--- src/core/pts_pkg.sv ---
package pts_pkg;
	// ************************************************************
	// register map, byte addresses on the register bus
	// ************************************************************
	localparam logic [7:0] PTS_REG_BUS_ADDR = 8'h00;
	localparam logic [7:0] PTS_REG_LOC_ADDR = 8'h04;
	localparam logic [7:0] PTS_REG_CTRL = 8'h08;
	localparam logic [7:0] PTS_REG_STATUS = 8'h0C;
	localparam int PTS_CTRL_GO = 0;
	localparam int PTS_CTRL_DIR = 1;
	localparam int PTS_CTRL_CNT_LSB = 16;
	localparam logic [31:0] PTS_RST_WORD = 32'h0000_0000;
	localparam logic [15:0] PTS_RST_CNT = 16'h0000;
	// ************************************************************
	// bus commands and timing
	// ************************************************************
	localparam logic [3:0] PTS_CMD_IORD = 4'h2;
	localparam logic [3:0] PTS_CMD_IOWR = 4'h3;
	localparam logic [3:0] PTS_CMD_MRD = 4'h6;
	localparam logic [3:0] PTS_CMD_MWR = 4'h7;
	localparam logic [3:0] PTS_CMD_CFGRD = 4'hA;
	localparam logic [3:0] PTS_CMD_CFGWR = 4'hB;
	localparam logic [3:0] PTS_BE_ALL = 4'h0;
	localparam logic [4:0] PTS_LAT_LIMIT_CLK = 5'h10;
	// ************************************************************
	// states and pin bundle
	// ************************************************************
	typedef enum logic [2:0] {
		PTS_TG_IDLE = 3'h0,
		PTS_TG_DATA = 3'h1,
		PTS_TG_STOP = 3'h3,
		PTS_TG_TURN = 3'h2
	} pts_tg_t;
	typedef enum logic [2:0] {
		PTS_MS_IDLE = 3'h0,
		PTS_MS_REQ = 3'h1,
		PTS_MS_ADDR = 3'h3,
		PTS_MS_DATA = 3'h2,
		PTS_MS_TURN = 3'h6
	} pts_ms_t;
	typedef struct packed {
		logic [31:0] ad;
		logic [3:0] cbe;
		logic req64_n;
		logic idsel;
		logic gnt_n;
		logic stop_n;
		logic devsel_n;
		logic trdy_n;
		logic irdy_n;
		logic frame_n;
	} pts_pin_t;
	localparam pts_pin_t PTS_PIN_RST = '{32'h0, 4'h0, 1'b1, 1'b0, 1'b1, 1'b1, 1'b1, 1'b1,
		1'b1, 1'b1};
endpackage

--- src/core/pts_fifo_if.sv ---
`timescale 1ns/1ps
interface pts_fifo_if #(parameter int WIDTH = 32);
	logic in_valid;
	logic in_ready;
	logic [WIDTH-1:0] in_data;
	logic out_valid;
	logic out_ready;
	logic [WIDTH-1:0] out_data;
	modport fifo (input in_valid, in_data, out_ready, output in_ready, out_valid, out_data);
	modport user (output in_valid, in_data, out_ready, input in_ready, out_valid, out_data);
endinterface // pts_fifo_if

--- src/core/pts_sequencer.sv ---
`timescale 1ns/1ps
module pts_sequencer #(
	parameter bit HAS_DMA = 1'b1,
	parameter bit HAS_CFG = 1'b1,
	parameter int WIN_BITS = 20,
	parameter logic [31:0] WIN0_BASE = 32'h1000_0000,
	parameter logic [31:0] WIN1_BASE = 32'h2000_0000,
	parameter int FIFO_DEPTH = 4
) (
	// clock and reset
	input wire logic hclk,
	input wire logic hresetn,
	// register bus
	input wire logic hsel,
	input wire logic [31:0] haddr,
	input wire logic [1:0] htrans,
	input wire logic hwrite,
	input wire logic [2:0] hsize,
	input wire logic [31:0] hwdata,
	input wire logic hready,
	output logic hreadyout,
	output logic hresp,
	output logic [31:0] hrdata,
	// bus pins, inputs
	input wire pts_pkg::pts_pin_t pin_in,
	// bus pins, outputs and enables
	output logic [31:0] ad_out,
	output logic ad_oe,
	output logic [3:0] cbe_out,
	output logic cbe_oe,
	output logic frame_n_out,
	output logic frame_oe,
	output logic irdy_n_out,
	output logic irdy_oe,
	output logic trdy_n_out,
	output logic devsel_n_out,
	output logic stop_n_out,
	output logic tgt_oe,
	output logic req_n,
	// backend
	output logic xfer_begin_pulse,
	output logic wide_xfer_begin_pulse,
	output logic xfer_end_pulse,
	output logic read_cycle_flag,
	output logic write_cycle_flag,
	output logic window0_mem_hit,
	output logic window1_hit,
	output logic cfg_space_hit,
	input wire logic backend_source_ready,
	input wire logic backend_sink_ready,
	input wire logic [31:0] backend_rdata,
	output logic read_strobe,
	output logic write_strobe,
	output logic [31:0] backend_wdata,
	output logic [31:0] backend_addr
);
	import pts_pkg::*;

	// ************************************************************
	// state
	// ************************************************************
	typedef struct packed {
		pts_pin_t p1;
		pts_pin_t p2;
		pts_pin_t p3;
		pts_pin_t pin;
		pts_tg_t tst;
		pts_ms_t mst;
		logic begin_p;
		logic wide_p;
		logic end_p;
		logic rd;
		logic wr;
		logic w0;
		logic w1;
		logic cfg;
		logic [4:0] lat;
		logic rdv;
		logic [31:0] ad_q;
		logic [31:0] bus_addr;
		logic [31:0] loc_addr;
		logic [15:0] cnt;
		logic go;
		logic dir;
		logic aw;
		logic [7:0] aa;
		logic [31:0] hrd;
	} pts_st_t;
	pts_st_t s;
	pts_st_t next_s;
	pts_pin_t pin;
	pts_fifo_if #(.WIDTH(32)) fq ();
	logic in_tdata;
	logic in_mdata;
	logic trdy_t;
	logic t_done;
	logic irdy_m;
	logic m_done;
	logic rdstb_t;
	logic rdstb_m;
	logic hit;
	logic [31:0] rdmux;

	function automatic logic cmd_read(input logic [3:0] c);
		cmd_read = (c == PTS_CMD_MRD) || (c == PTS_CMD_IORD) || (c == PTS_CMD_CFGRD);
	endfunction

	function automatic logic in_win(input logic [31:0] a, input logic [31:0] base);
		in_win = (a >> WIN_BITS) == (base >> WIN_BITS);
	endfunction

	pts_fifo #(.WIDTH(32), .DEPTH(FIFO_DEPTH)) u_fifo (
		.hclk(hclk),
		.hresetn(hresetn),
		.q(fq.fifo)
	);

	// ************************************************************
	// handshakes
	// ************************************************************
	assign pin = s.pin;
	assign in_tdata = s.tst == PTS_TG_DATA;
	assign in_mdata = s.mst == PTS_MS_DATA;
	assign trdy_t = s.rd ? s.rdv : fq.in_ready;
	assign t_done = in_tdata & trdy_t & ~pin.irdy_n;
	assign rdstb_t = in_tdata & s.rd & backend_source_ready & ~pin.irdy_n;
	assign irdy_m = s.dir ? s.rdv : fq.in_ready;
	assign m_done = in_mdata & irdy_m & ~pin.trdy_n;
	assign rdstb_m = in_mdata & s.dir & backend_source_ready & (~s.rdv | m_done);
	assign read_strobe = rdstb_t | rdstb_m;
	assign fq.in_valid = (t_done & s.wr) | (m_done & ~s.dir);
	assign fq.in_data = pin.ad;
	assign fq.out_ready = backend_sink_ready;
	assign write_strobe = fq.out_valid & backend_sink_ready;
	assign backend_wdata = fq.out_data;
	assign backend_addr = s.loc_addr;

	// ************************************************************
	// bus outputs
	// ************************************************************
	assign tgt_oe = s.tst != PTS_TG_IDLE;
	assign trdy_n_out = !(in_tdata && trdy_t);
	assign devsel_n_out = !(in_tdata || s.tst == PTS_TG_STOP);
	assign stop_n_out = s.tst != PTS_TG_STOP;
	assign frame_oe = s.mst == PTS_MS_ADDR || in_mdata || s.mst == PTS_MS_TURN;
	assign frame_n_out = in_mdata ? (s.cnt == 16'h0001 && irdy_m) : s.mst != PTS_MS_ADDR;
	assign irdy_oe = frame_oe;
	assign irdy_n_out = !(in_mdata && irdy_m);
	assign req_n = !(HAS_DMA && (s.mst == PTS_MS_REQ || s.mst == PTS_MS_ADDR));
	assign ad_out = s.ad_q;
	assign ad_oe = s.mst == PTS_MS_ADDR || (in_mdata && s.dir) || (in_tdata && s.rd);
	assign cbe_oe = s.mst == PTS_MS_ADDR || in_mdata;
	assign cbe_out = (s.mst == PTS_MS_ADDR) ? (s.dir ? PTS_CMD_MWR : PTS_CMD_MRD) : PTS_BE_ALL;
	assign xfer_begin_pulse = s.begin_p;
	assign wide_xfer_begin_pulse = s.wide_p;
	assign xfer_end_pulse = s.end_p;
	assign read_cycle_flag = s.rd;
	assign write_cycle_flag = s.wr;
	assign window0_mem_hit = s.w0;
	assign window1_hit = s.w1;
	assign cfg_space_hit = s.cfg;
	assign hreadyout = 1'b1;
	assign hresp = 1'b0;
	assign hrdata = s.hrd;

	always_comb begin
		case (haddr[7:0])
			PTS_REG_BUS_ADDR: rdmux = s.bus_addr;
			PTS_REG_LOC_ADDR: rdmux = s.loc_addr;
			PTS_REG_CTRL: rdmux = {s.cnt, 14'h0000, s.dir, s.go};
			PTS_REG_STATUS: rdmux = {26'h0000000, s.tst, s.mst};
			default: rdmux = PTS_RST_WORD;
		endcase
	end

	// ************************************************************
	// next state
	// ************************************************************
	always_comb begin
		next_s = s;
		// three stages; a bit moves on once stages two and three agree
		next_s.p1 = pin_in;
		next_s.p2 = s.p1;
		next_s.p3 = s.p2;
		next_s.pin = (s.p2 & s.p3) | (s.pin & (s.p2 ^ s.p3));
		next_s.begin_p = 1'b0;
		next_s.wide_p = 1'b0;
		next_s.end_p = 1'b0;
		hit = 1'b0;
		case (s.tst)
			PTS_TG_IDLE: begin
				// a new frame is seen as frame low with irdy still high
				if (s.mst == PTS_MS_IDLE && !pin.frame_n && pin.irdy_n) begin
					next_s.w0 = pin.cbe[3:1] == PTS_CMD_MRD[3:1] && in_win(pin.ad, WIN0_BASE);
					next_s.w1 = (pin.cbe[3:1] == PTS_CMD_MRD[3:1] || pin.cbe[3:1] == PTS_CMD_IORD[3:1])
						&& in_win(pin.ad, WIN1_BASE);
					next_s.cfg = HAS_CFG && pin.idsel && pin.cbe[3:1] == PTS_CMD_CFGRD[3:1];
					hit = next_s.w0 | next_s.w1 | next_s.cfg;
					next_s.rd = hit & cmd_read(pin.cbe);
					next_s.wr = hit & ~cmd_read(pin.cbe);
					next_s.begin_p = hit;
					next_s.wide_p = hit & ~pin.req64_n;
					next_s.lat = '0;
					next_s.rdv = 1'b0;
					if (hit) begin
						next_s.tst = PTS_TG_DATA;
					end
				end
			end
			PTS_TG_DATA: begin
				next_s.rdv = rdstb_t;
				if (s.rd && !s.rdv) begin
					next_s.lat = s.lat + 5'h01;
				end else begin
					next_s.lat = '0;
				end
				if (t_done && pin.frame_n) begin
					next_s.tst = PTS_TG_TURN;
					next_s.end_p = 1'b1;
				end else if (s.rd && !s.rdv && !rdstb_t && s.lat == PTS_LAT_LIMIT_CLK - 5'h01) begin
					next_s.tst = PTS_TG_STOP;
				end
			end
			PTS_TG_STOP: begin
				if (pin.frame_n) begin
					next_s.tst = PTS_TG_TURN;
					next_s.end_p = 1'b1;
				end
			end
			PTS_TG_TURN: begin
				next_s.tst = PTS_TG_IDLE;
				{next_s.rd, next_s.wr, next_s.w0, next_s.w1, next_s.cfg} = '0;
			end
			default: next_s.tst = PTS_TG_IDLE;
		endcase
		// dma machine
		case (s.mst)
			PTS_MS_IDLE: begin
				if (HAS_DMA && s.go && s.cnt != PTS_RST_CNT) begin
					next_s.mst = PTS_MS_REQ;
				end
			end
			PTS_MS_REQ: begin
				if (!pin.gnt_n && pin.frame_n && pin.irdy_n && s.tst == PTS_TG_IDLE) begin
					next_s.mst = PTS_MS_ADDR;
				end
			end
			PTS_MS_ADDR: begin
				next_s.mst = PTS_MS_DATA;
				next_s.rdv = 1'b0;
			end
			PTS_MS_DATA: begin
				next_s.rdv = rdstb_m | (s.rdv & ~m_done);
				if (m_done) begin
					next_s.cnt = s.cnt - 16'h0001;
					next_s.bus_addr = s.bus_addr + 32'h0000_0004;
				end
				if ((m_done && s.cnt == 16'h0001) || !pin.stop_n) begin
					next_s.mst = PTS_MS_TURN;
				end
			end
			PTS_MS_TURN: begin
				next_s.mst = PTS_MS_IDLE;
				next_s.go = 1'b0;
				next_s.rdv = 1'b0;
			end
			default: next_s.mst = PTS_MS_IDLE;
		endcase
		if (next_s.mst == PTS_MS_ADDR) begin
			next_s.ad_q = s.bus_addr;
		end else if (read_strobe) begin
			next_s.ad_q = backend_rdata;
		end
		if (s.mst != PTS_MS_IDLE && (read_strobe || write_strobe)) begin
			next_s.loc_addr = s.loc_addr + 32'h0000_0001;
		end
		// register bus: address phase latched, write taken in data phase
		next_s.aw = hsel && htrans[1] && hready && hwrite && hsize == 3'h2;
		if (hsel && htrans[1] && hready) begin
			next_s.aa = haddr[7:0];
			next_s.hrd = rdmux;
		end
		if (s.aw && s.mst == PTS_MS_IDLE) begin
			case (s.aa)
				PTS_REG_BUS_ADDR: next_s.bus_addr = hwdata;
				PTS_REG_LOC_ADDR: next_s.loc_addr = hwdata;
				PTS_REG_CTRL: begin
					next_s.go = hwdata[PTS_CTRL_GO];
					next_s.dir = hwdata[PTS_CTRL_DIR];
					next_s.cnt = hwdata[PTS_CTRL_CNT_LSB +: 16];
				end
				default: next_s.go = s.go;
			endcase
		end
	end

	always_ff @(posedge hclk or negedge hresetn) begin
		if (!hresetn) begin
			s <= '{PTS_PIN_RST, PTS_PIN_RST, PTS_PIN_RST, PTS_PIN_RST, PTS_TG_IDLE, PTS_MS_IDLE,
				1'b0, 1'b0, 1'b0, 1'b0, 1'b0, 1'b0, 1'b0, 1'b0, 5'h00, 1'b0, PTS_RST_WORD,
				PTS_RST_WORD, PTS_RST_WORD, PTS_RST_CNT, 1'b0, 1'b0, 1'b0, 8'h00,
				PTS_RST_WORD};
		end else begin
			s <= next_s;
		end
	end
endmodule // pts_sequencer

--- src/core/pts_fifo.sv ---
`timescale 1ns/1ps
module pts_fifo #(
	parameter int WIDTH = 32,
	parameter int DEPTH = 4
) (
	// clock and reset
	input wire logic hclk,
	input wire logic hresetn,
	// both sides
	pts_fifo_if.fifo q
);
	import pts_pkg::*;
	localparam int AW = $clog2(DEPTH);
	typedef struct packed {
		logic [DEPTH-1:0][WIDTH-1:0] mem;
		logic [AW-1:0] wp;
		logic [AW-1:0] rp;
		logic [AW:0] cnt;
	} pts_fifo_st_t;
	pts_fifo_st_t s;
	pts_fifo_st_t next_s;
	logic push;
	logic pop;

	assign q.in_ready = s.cnt != (AW+1)'(DEPTH);
	assign q.out_valid = s.cnt != '0;
	assign q.out_data = s.mem[s.rp];
	assign push = q.in_valid & q.in_ready;
	assign pop = q.out_valid & q.out_ready;

	always_comb begin
		next_s = s;
		if (push) begin
			next_s.mem[s.wp] = q.in_data;
			next_s.wp = (s.wp == AW'(DEPTH-1)) ? '0 : s.wp + 1'b1;
		end
		if (pop) begin
			next_s.rp = (s.rp == AW'(DEPTH-1)) ? '0 : s.rp + 1'b1;
		end
		next_s.cnt = s.cnt + (AW+1)'(push) - (AW+1)'(pop);
	end

	always_ff @(posedge hclk or negedge hresetn) begin
		if (!hresetn) begin
			s <= '0;
		end else begin
			s <= next_s;
		end
	end
endmodule // pts_fifo

--- config.mk ---
export PLATFORM = sky130hd
export DESIGN_NAME = pts_sequencer
export DESIGN_NICKNAME = d
export VERILOG_FILES = /design/src/core/pts_pkg.sv /design/src/core/pts_fifo_if.sv /design/src/core/pts_sequencer.sv /design/src/core/pts_fifo.sv
export SDC_FILE = /design/constraint.sdc
export NUM_CORES = 1
export LEC_CHECK = 0
export ABC_AREA = 1
export BUFFER_PORTS_ARGS = -buffer_cell sky130_fd_sc_hd__buf_4
export CAP_MARGIN = 20
export CORE_MARGIN = 4
export CORE_UTILIZATION = 54
export CTS_CLUSTER_SIZE = 24
export DETAILED_ROUTE_END_ITERATION = 10
export MAX_ROUTING_LAYER = met4
export PLACE_DENSITY_LB_ADDON = 0.25
export SYNTH_ARGS = -nofsm -noshare
export SYNTH_HDL_FRONTEND = slang
export SYNTH_SLANG_ARGS = --single-unit
--- constraint.sdc ---
create_clock -name hclk -period 3.6 [get_ports hclk]
set_clock_uncertainty 0.15 [all_clocks]
set_input_delay 0.18 -clock hclk [delete_from_list [all_inputs] [get_ports hclk]]
set_output_delay 0.18 -clock hclk [all_outputs]
set_load 0.02 [all_outputs]
Word-level counts from Yosys, hierarchy flattened
Cells that the tools add are included.
Widths: inputs -> output; s select.
- magnitude comparators: 3
- $add $sub $neg: 8
- bitwise operators: 35
- muxes and demuxes: 47
- eq/ne operators: 35
- reduce and logical (&&, ||, !) cells: 65
- operators by type and width (kind ; number):
    $mux 32 ; 9
    $bwmux 128 ; 1
    $pmux 32 s4 ; 1
    $and 44x44->44 ; 2
    $mux 82 ; 1
    $bmux 32 s2 ; 1
    $demux 32 s2 ; 1
    $mux 16 ; 3
    $or 44x44->44 ; 1
    $xor 44x44->44 ; 1
    $add 32x1->32 const B ; 1
    $add 32x3->32 const B ; 1
    $mux 3 ; 9
    $logic_and 1x1->1 ; 26
    $eq 8x4->1 const B ; 3
    $eq 3x2->1 const B ; 7
    $and 1x1->1 ; 18
    $eq 16x1->1 const B ; 1
    $eq 8x3->1 const B ; 2
    $logic_not 8->1 ; 2
    $reduce_bool 16->1 ; 1
    $sub 16x1->16 const B ; 1
    $eq 12x10->1 const B ; 1
    $eq 12x9->1 const B ; 1
    38 further kinds ; 98
- bits in registers: 486
- output and inout port bits: 155
- input bits: 152

Depth between registers and ports, before layout
Gate-level depths: netlist (run 1).
- depth in word-level cells: 12
- gate-level depth with buffers: 13
- depth with buffers taken out: 12

By module
From an unflattened synthesis (run 1), not the netlist that was laid out.
- cell total of the unflattened synthesis: 2787
- area total of the unflattened synthesis: 23427.5 um^2
- modules (own cells, without submodules) (module ; times used ; area each (um^2) ; cells each):
    pts_sequencer ; 1 ; 16545.9 ; 1926
    pts_fifo ; 1 ; 6881.6 ; 861

Least setup slack after synthesis (run 1)
No wires, ideal clock.
- kind: flip-flop to flip-flop
- start point: register s[169] (netlist name)
- end point: register u_fifo.s[1] (netlist name)
- stages on the path, launching flop included: 10
- required time: 3.315 ns
- buffers on the path: 0
- arrival: 1.973 ns
- slack: 1.342 ns
- cell sequence: dfrtp_1 nor2_2 nand2_2 nor2_2 nand3_4 o22ai_4 nand2_1 inv_1 ha_1 fa_1
- RTL lines (element ; line ; RTL):
    start, declared ; pts_sequencer.sv:89 ; pts_st_t s;
    start signal, assigned ; pts_sequencer.sv:299 ; s <= '{PTS_PIN_RST, PTS_PIN_RST, PTS_PIN_RST, PTS_PIN_RST, PTS_TG_IDLE, PTS_MS_IDLE,
    start signal, assigned ; pts_sequencer.sv:304 ; s <= next_s;
    end signal, assigned ; pts_fifo.sv:47 ; s <= next_s;
    end, declared ; pts_fifo.sv:20 ; pts_fifo_st_t s;

Worst setup path in the final report (run 1)
- start point: register s[51] (netlist name)
- end point: output frame_n_out
- cells in the longest elaborated chain, start to end: 3
- RTL lines (element ; line ; RTL):
    $eq 16x1->1 ; pts_sequencer.sv:146 ; assign frame_n_out = in_mdata ? (s.cnt == 16'h0001 && irdy_m) : s.mst != PTS_MS_ADDR;
    $logic_and 1x1->1 ; pts_sequencer.sv:146 ;
    $mux 1 ; pts_sequencer.sv:146 ;
    end, declared ; pts_sequencer.sv:31 ; output logic frame_n_out,
No other way between the ends.

==> results of run 1 <==
-- through the flow --
stage          total power [W]  worst slack [ns]  hold slack, ns
2_1_floorplan         0.009169             1.342         -0.2656
3_3_place_gp           0.01060             1.096          0.1391
3_5_place_dp           0.01072             1.051          0.1402
4_1_cts                0.01623            0.5328         0.04415
5_1_grt                0.01692            0.3628         0.07001
6_report               0.01619            0.5098         0.08328
-- power by group --
part           switching [W]  internal (W)
clock network        0.00219       0.00321
logic                0.00279       0.00161
registers           0.000469       0.00593
total                0.00544        0.0107
-- cell type report --
class | count | area, um2 | area share
Sequential cell | 481 | 12070 | 0.4479
Multi-Input combinational cell | 1592 | 7974 | 0.2960
Timing Repair Buffer | 432 | 3613 | 0.1341
Clock buffer | 77 | 1484 | 0.05508
Inverter | 240 | 900.9 | 0.03344
Tap cell | 525 | 656.9 | 0.02438
Clock inverter | 17 | 244.0 | 0.009056
-- worst paths after layout --
check	startpoint	to	slack, ns
setup / recovery	s[51]$_DFF_PN0_	frame_n_out	0.51
hold / removal	pin_in[12]	next_s[275]$_DFF_PN0_	0.08
setup reg to reg	s[169]$_DFF_PN0_	s[107]$_DFF_PN0_	0.99
hold reg to reg	next_s[271]$_DFF_PN0_	next_s[227]$_DFF_PN0_	0.20
max in group asynchronous	hresetn	s[36]$_DFFE_PN0P_	2.17
min in group asynchronous	hresetn	s[239]$_DFF_PN0_	0.14
-- cells in the final DEF, fill, tap and decap left out, types with 7 or more instances in the layout --
master	instances
clkbuf_16	51
nand3_1	91
nand4_1	17
a21o_1	43
nand2_1	663
dfstp_2	24
clkbuf_8	11
inv_1	233
nor2_1	208
o21ai_1	129
dlygate4sd3_1	120
ha_1	57
a21oi_1	24
dfrtp_1	456
buf_4	306
o22ai_1	48
o221ai_1	33
a31oi_1	10
clkinv_2	7
o211ai_1	7
xor2_1	46
o21ai_0	157
clkbuf_1	15
nor3_1	25
-- metal layers --
layer | vias to the layer above | global-route usage | wire length (um)
met5 | - | - | 0
met1 | 8966 | 0.4136 | 28130
met3 | 138 | 0.05849 | 5052
li1 | 8615 | - | -
met4 | 0 | 0.1017 | 2136
met2 | 775 | 0.4517 | 30250
-- sequential cells by signal, indices dropped and copies added (netlist names) --
signal,count
ad_out,32
read_cycle_flag,1
fq.in_data,32
xfer_begin_pulse,1
wide_xfer_begin_pulse,1
s,113
u_fifo.s,135
window0_mem_hit,1
window1_hit,1
hrdata,32
next_s,86
backend_addr,32
write_cycle_flag,1
pin,11
xfer_end_pulse,1
cfg_space_hit,1
-- kinds of logic (layout without fill, tap and decap cells) --
family          after synthesis  after routing
flops                       481            481
simple gates               1024           1024
other cells                   2              3
fa+ha+maj                    58             58
xor+xnor                     48             48
buf+inv                     435            766
compound gates              459            459
==> results.yml, run 1 <==
status:
  status: "finished clean"
place:
  place_hpwl_um: 44490
  gp_congestion: 0.9666
  dpl-instance-area_mm2: 0.02401
  numPlacedInstances: 3150
  numPortBuffers: 277
finish:
  antenna_cells_inserted: 0
  fill_cells: 3125
  post_layout_nonfiller_instances: 3364
  design.final.nets: 3007
  postLayoutCoreUtil: 0.6719
  layout.cell_area.non_filler_mm2: 0.02694
  area.growth.synth_to_final_pct: 21.99
  final_layout_size_suffix_gt1_frac: 0.1525
synth:
  yosysWarningCount: 0
  avgSynthCellArea_um2: 8.809
  synthSimpleGateAreaFrac: 0.1875
  synth_seq_cells: 481
  synth.mux.area_fraction: 0
  synth_top_cells_by_count: "663 x nand2_1, 457 x dfrtp_1, 234 x inv_1"
  synth-edff-count: 0
  cell_with_the_most_instances_after_synthesis: "nand2_1"
  postSynth.topFlopCell: "dfrtp_1"
  synth_xor_area_frac: 0.01904
  async_reset_ff_frac: 1.000
  synth_top_cell_area_share: 0.5178
  synth_top_area_cell: "dfrtp_1"
  synth-seq-area-share: 0.5464
  synthAdderAreaFrac: 0.03320
  post_synth_instance_area_mm2: 0.02208
  synth_cell_type_count: 40
  area_fraction_in_compound_gates_after_synthesis: 0.1203
  synthesis.instances: 2507
  synth_top_family_by_area: "simple AND/OR/NAND/NOR gates"
  netlist_top_cells_area: "dfrtp_1 52%, nand2_1 11%, inv_1 4.0%, o21ai_0 3.6%, nor2_1 3.5%"
clock_network:
  cts_hold_buffers: 120
  clk-insertion-delay-late_ns: 0.59
  cts.sinks: 481
  clk_pin_slew_worst_paths_ns: 0.07
  htree_num_levels: 2
  cts.path.max_buffers: 3
  tritoncts: "built"
  cts_post_setup_buffers_inserted: 0
  root_buffer: "clkbuf_16"
  clock_buffers_created_by_tritoncts: 50
  cts.repair.resized: 0
sta:
  slew_headroom: 0.2619
  achievable_frequency_mhz: 323.6
  grt_setup_unrepaired: "false"
  setup_tns_ns: 0
  final-hold-violation-count: 0
  timing_max_transition_violations_final: 0
  worst-slew-pin-transition_ns: 1.106
  finalCriticalPeriod_ns: 3.090
  setup_violations: 0
  final.period_utilization: 0.8584
worst_setup_path:
  crit_path_cells: "nor2_1 > nand2_1 > nor4_1 > nand4_1 > o21ai_0 > buf_4"
  path_delay_family: "simple AND/OR/NAND/NOR gates"
  setup.worst_path.start_class: "flip-flop"
  endpoint_kind: "output pin"
  critical_path_depth: 6
  slowest_stage: "dfrtp_1"
  worstPathBufferInverterCount: 1
  crit_path_max_fanout: 4
  crit_path_max_incr_delay_ns: 0.42
  worstPathArrival_ns: 2.76
  critPathRequiredTime_ns: 3.27
  setup.worst_path.class: "flip-flop to output pin"
  worst_reg_to_reg_path_cell_count: 10
grt:
  grt_pass1_wl_um: 101900
  grt_max_degree: 116
  grt_antenna_before_repair: 0
  grt_pass1_vias: 18260
  groute.usage.overall: 0.2999
  overflow: 0
route:
  viasPerCell: 5.498
  first_pass_iters: 6
  detail_route.wirelength_um: 65570
  drt_first_iter_violations: 1868
  remaining_drc_errors: 0
  routedWlPerCell_um: 19.49
  final_antenna_net_count: 0
  via_count: 18490
min_path:
  hold_path.class: "input pin to flip-flop"
  min_delay_path_depth: 2
pwr:
  vdd.ir_drop.worst_v: 0.0004885
  areal_power_density_over_the_cells_mw_per_mm2: 600.8
  power_leakage_nw: 13.46
floorplan:
  initial_util: 0.5508
  rows: 73
  io_pins: 307
  die-area_mm2: 0.04420
  fp.dieH_um: 210.2
  core_area_mm2: 0.04010
  die_width_um: 210.2
flow_run:
  maxCapViolations: 0
Power figures use the tool's default switching activity.
==> inputs of run 2 (changes only) <==
--- a/config.mk
+++ b/config.mk
@@ -16,4 +16,5 @@
 export PLACE_DENSITY_LB_ADDON = 0.25
 export SYNTH_ARGS = -nofsm -noshare
 export SYNTH_HDL_FRONTEND = slang
+export SYNTH_HIERARCHICAL = 1
 export SYNTH_SLANG_ARGS = --single-unit
==> run 2 against run 1 <==
Against the previous run: sequential power is 3% higher; critical endpoint is now u_fifo/s[22]$_DFFE_PN0P_; utilization decreased by 1.8 points; largest cell class unchanged; clock power hardly changed.
==> results.yml, run 2 <==
sta:
  setup_tns_ns: 0
  setup_violations: 0
  achievable_frequency_mhz: 301.1
  grt_setup_unrepaired: "false"
  worst-slew-pin-transition_ns: 1.017
  hold_slack_ns: 0.07675
  timing_max_transition_violations_final: 0
  slew_headroom: 0.3210
  finalCriticalPeriod_ns: 3.322
  final.period_utilization: 0.9227
  final-hold-violation-count: 0
status:
  status: "finished clean"
synth:
  postSynth.topFlopCell: "dfrtp_1"
  synth_cell_type_count: 49
  synth_seq_cells: 481
  synth-seq-area-share: 0.5151
  cell_with_the_most_instances_after_synthesis: "nand2_1"
  avgSynthCellArea_um2: 8.406
  async_reset_ff_frac: 1.000
  post_synth_instance_area_mm2: 0.02343
  synth_top_cells_by_count: "1018 x nand2_1, 457 x dfrtp_1, 236 x inv_1"
  synth_top_cell_area_share: 0.4881
  yosysWarningCount: 6
  synthesis.instances: 2787
  synth-edff-count: 0
  synth_top_area_cell: "dfrtp_1"
  netlist_top_cells_area: "dfrtp_1 49%, nand2_1 16%, inv_1 3.8%, nand4_1 3.7%, buf_4 3.4%"
clock_network:
  cts_post_setup_buffers_inserted: 0
  clock_buffers_created_by_tritoncts: 50
  cts.repair.resized: 0
  tritoncts: "built"
  cts.path.max_buffers: 3
  htree_num_levels: 2
  root_buffer: "clkbuf_16"
  clk_pin_slew_worst_paths_ns: 0.06
  cts_hold_buffers: 120
  clk-insertion-delay-late_ns: 0.59
  cts.sinks: 481
route:
  routedWlPerCell_um: 18.60
  final_antenna_net_count: 0
  first_pass_iters: 6
  drt_first_iter_violations: 1873
  viasPerCell: 5.441
  via_count: 19980
  remaining_drc_errors: 0
  detail_route.wirelength_um: 68300
grt:
  grt_antenna_before_repair: 3
  grt_max_degree: 101
  groute.usage.overall: 0.2981
  overflow: 0
  grt_pass1_wl_um: 108900
  grt_pass1_vias: 20290
worst_setup_path:
  worst_reg_to_reg_path_cell_count: 9
  r2r_slack_ns: 0.28
  worstPathBufferInverterCount: 3
  path_delay_family: "buffers and inverters"
  crit_path_max_incr_delay_ns: 0.72
  setup.worst_path.start_class: "flip-flop"
  critPathRequiredTime_ns: 3.96
  endpoint_kind: "flip-flop"
  crit_path_max_fanout: 60
  slowest_stage: "o21ai_4"
  setup.worst_path.class: "flip-flop to flip-flop"
  crit_path_cells: "inv_2 > nand2_2 > nor2_4 > nand3_4 > o21ai_4 > buf_4 > buf_4 > nand4_1 > nand2_1"
  worst_path_most_repeated_cell: "buf_4"
  critical_path_depth: 9
  worstPathArrival_ns: 3.69
floorplan:
  io_pins: 307
  core_area_mm2: 0.04298
  fp.dieH_um: 216.3
  die_width_um: 216.3
  die-area_mm2: 0.04678
  rows: 76
  initial_util: 0.5451
pwr:
  vdd.ir_drop.worst_v: 0.0004891
  total_power_w: 0.01640
  power_leakage_nw: 14.70
  areal_power_density_over_the_cells_mw_per_mm2: 583.5
finish:
  area.growth.synth_to_final_pct: 19.95
  design.final.nets: 3253
  largest_reg_flops: 135
  post_layout_nonfiller_instances: 3672
  most_frequent_standard_cell_in_the_layout_excluding_fill_and_tap_cells: "nand2_1"
  final_layout_size_suffix_gt1_frac: 0.1485
  max_flop_register: "u_fifo/s"
  fill_cells: 3553
  postLayoutCoreUtil: 0.6538
  layout.cells.most_common_list: "1018 x nand2_1, 455 x dfrtp_1, 309 x buf_4"
place:
  numPlacedInstances: 3456
  place_hpwl_um: 46320
  numPortBuffers: 277
  gp_congestion: 0.9219
flow_run:
  maxCapViolations: 0
min_path:
  hold_path.class: "input pin to async pin"
-- run 2: routing by layer --
metal | track usage | wire length (um)
met5 | - | 0
met2 | 0.4890 | 33180
met4 | 0.1154 | 2552
met1 | 0.3770 | 27810
met3 | 0.04571 | 4751
-- run 2: kinds of logic (layout without fill, tap and decap cells) --
| group | Yosys count | in the layout | share of synthesized area |
|---|---|---|---|
| other | 2 | 6 | 0.0003206 |
| adder cells (fa/ha/maj) | 58 | 58 | 0.03130 |
| AND/OR/NAND/NOR | 1470 | 1470 | 0.2676 |
| AO/OA/AOI/OAI | 270 | 270 | 0.07338 |
| flip-flops | 481 | 481 | 0.5151 |
| XOR/XNOR | 31 | 31 | 0.01159 |
| buffers and inverters | 475 | 771 | 0.1007 |
-- run 2: layout make-up --
cell class	instances	area (um2)	share of cell area
inverters	244	915.9	0.03259
flip-flops and latches	481	12070	0.4296
diodes	3	7.507	0.0002671
well taps	585	732.0	0.02605
multi-input cells	1832	9032	0.3214
repair buffers	434	3616	0.1287
clock inverters	19	234.0	0.008326
clock buffers	74	1493	0.05312
-- run 2: final timing paths --
path                                        from                       end
setup reg to reg                s[169]$_DFF_PN0_  u_fifo/s[22]$_DFFE_PN0P_
max in group asynchronous                hresetn  fq.in_data[13]$_DFF_PN0_
setup / recovery                s[169]$_DFF_PN0_  u_fifo/s[22]$_DFFE_PN0P_
hold reg to reg            next_s[285]$_DFF_PN0_     next_s[241]$_DFF_PN0_
min in group hclk                     pin_in[14]     next_s[277]$_DFF_PN0_
hold / removal                           hresetn     next_s[235]$_DFF_PN0_
-- run 2: power by group --
part	switching, W	total (W)	leakage [nW]	internal, W
clock	0.00215	0.00538	0.856	0.00323
sequential	0.000630	0.00657	6.01	0.00594
combinational	0.00284	0.00445	7.84	0.00161
total	0.00562	0.0164	14.7	0.0108
-- run 2: metrics by stage --
stage	cell area, um2	setup WS, ns
floorplan	23430	0.3869
global placement	25170	0.5255
detailed placement	25170	0.3859
CTS	28090	0.3513
global route	28100	0.09578
finish	28100	0.2784
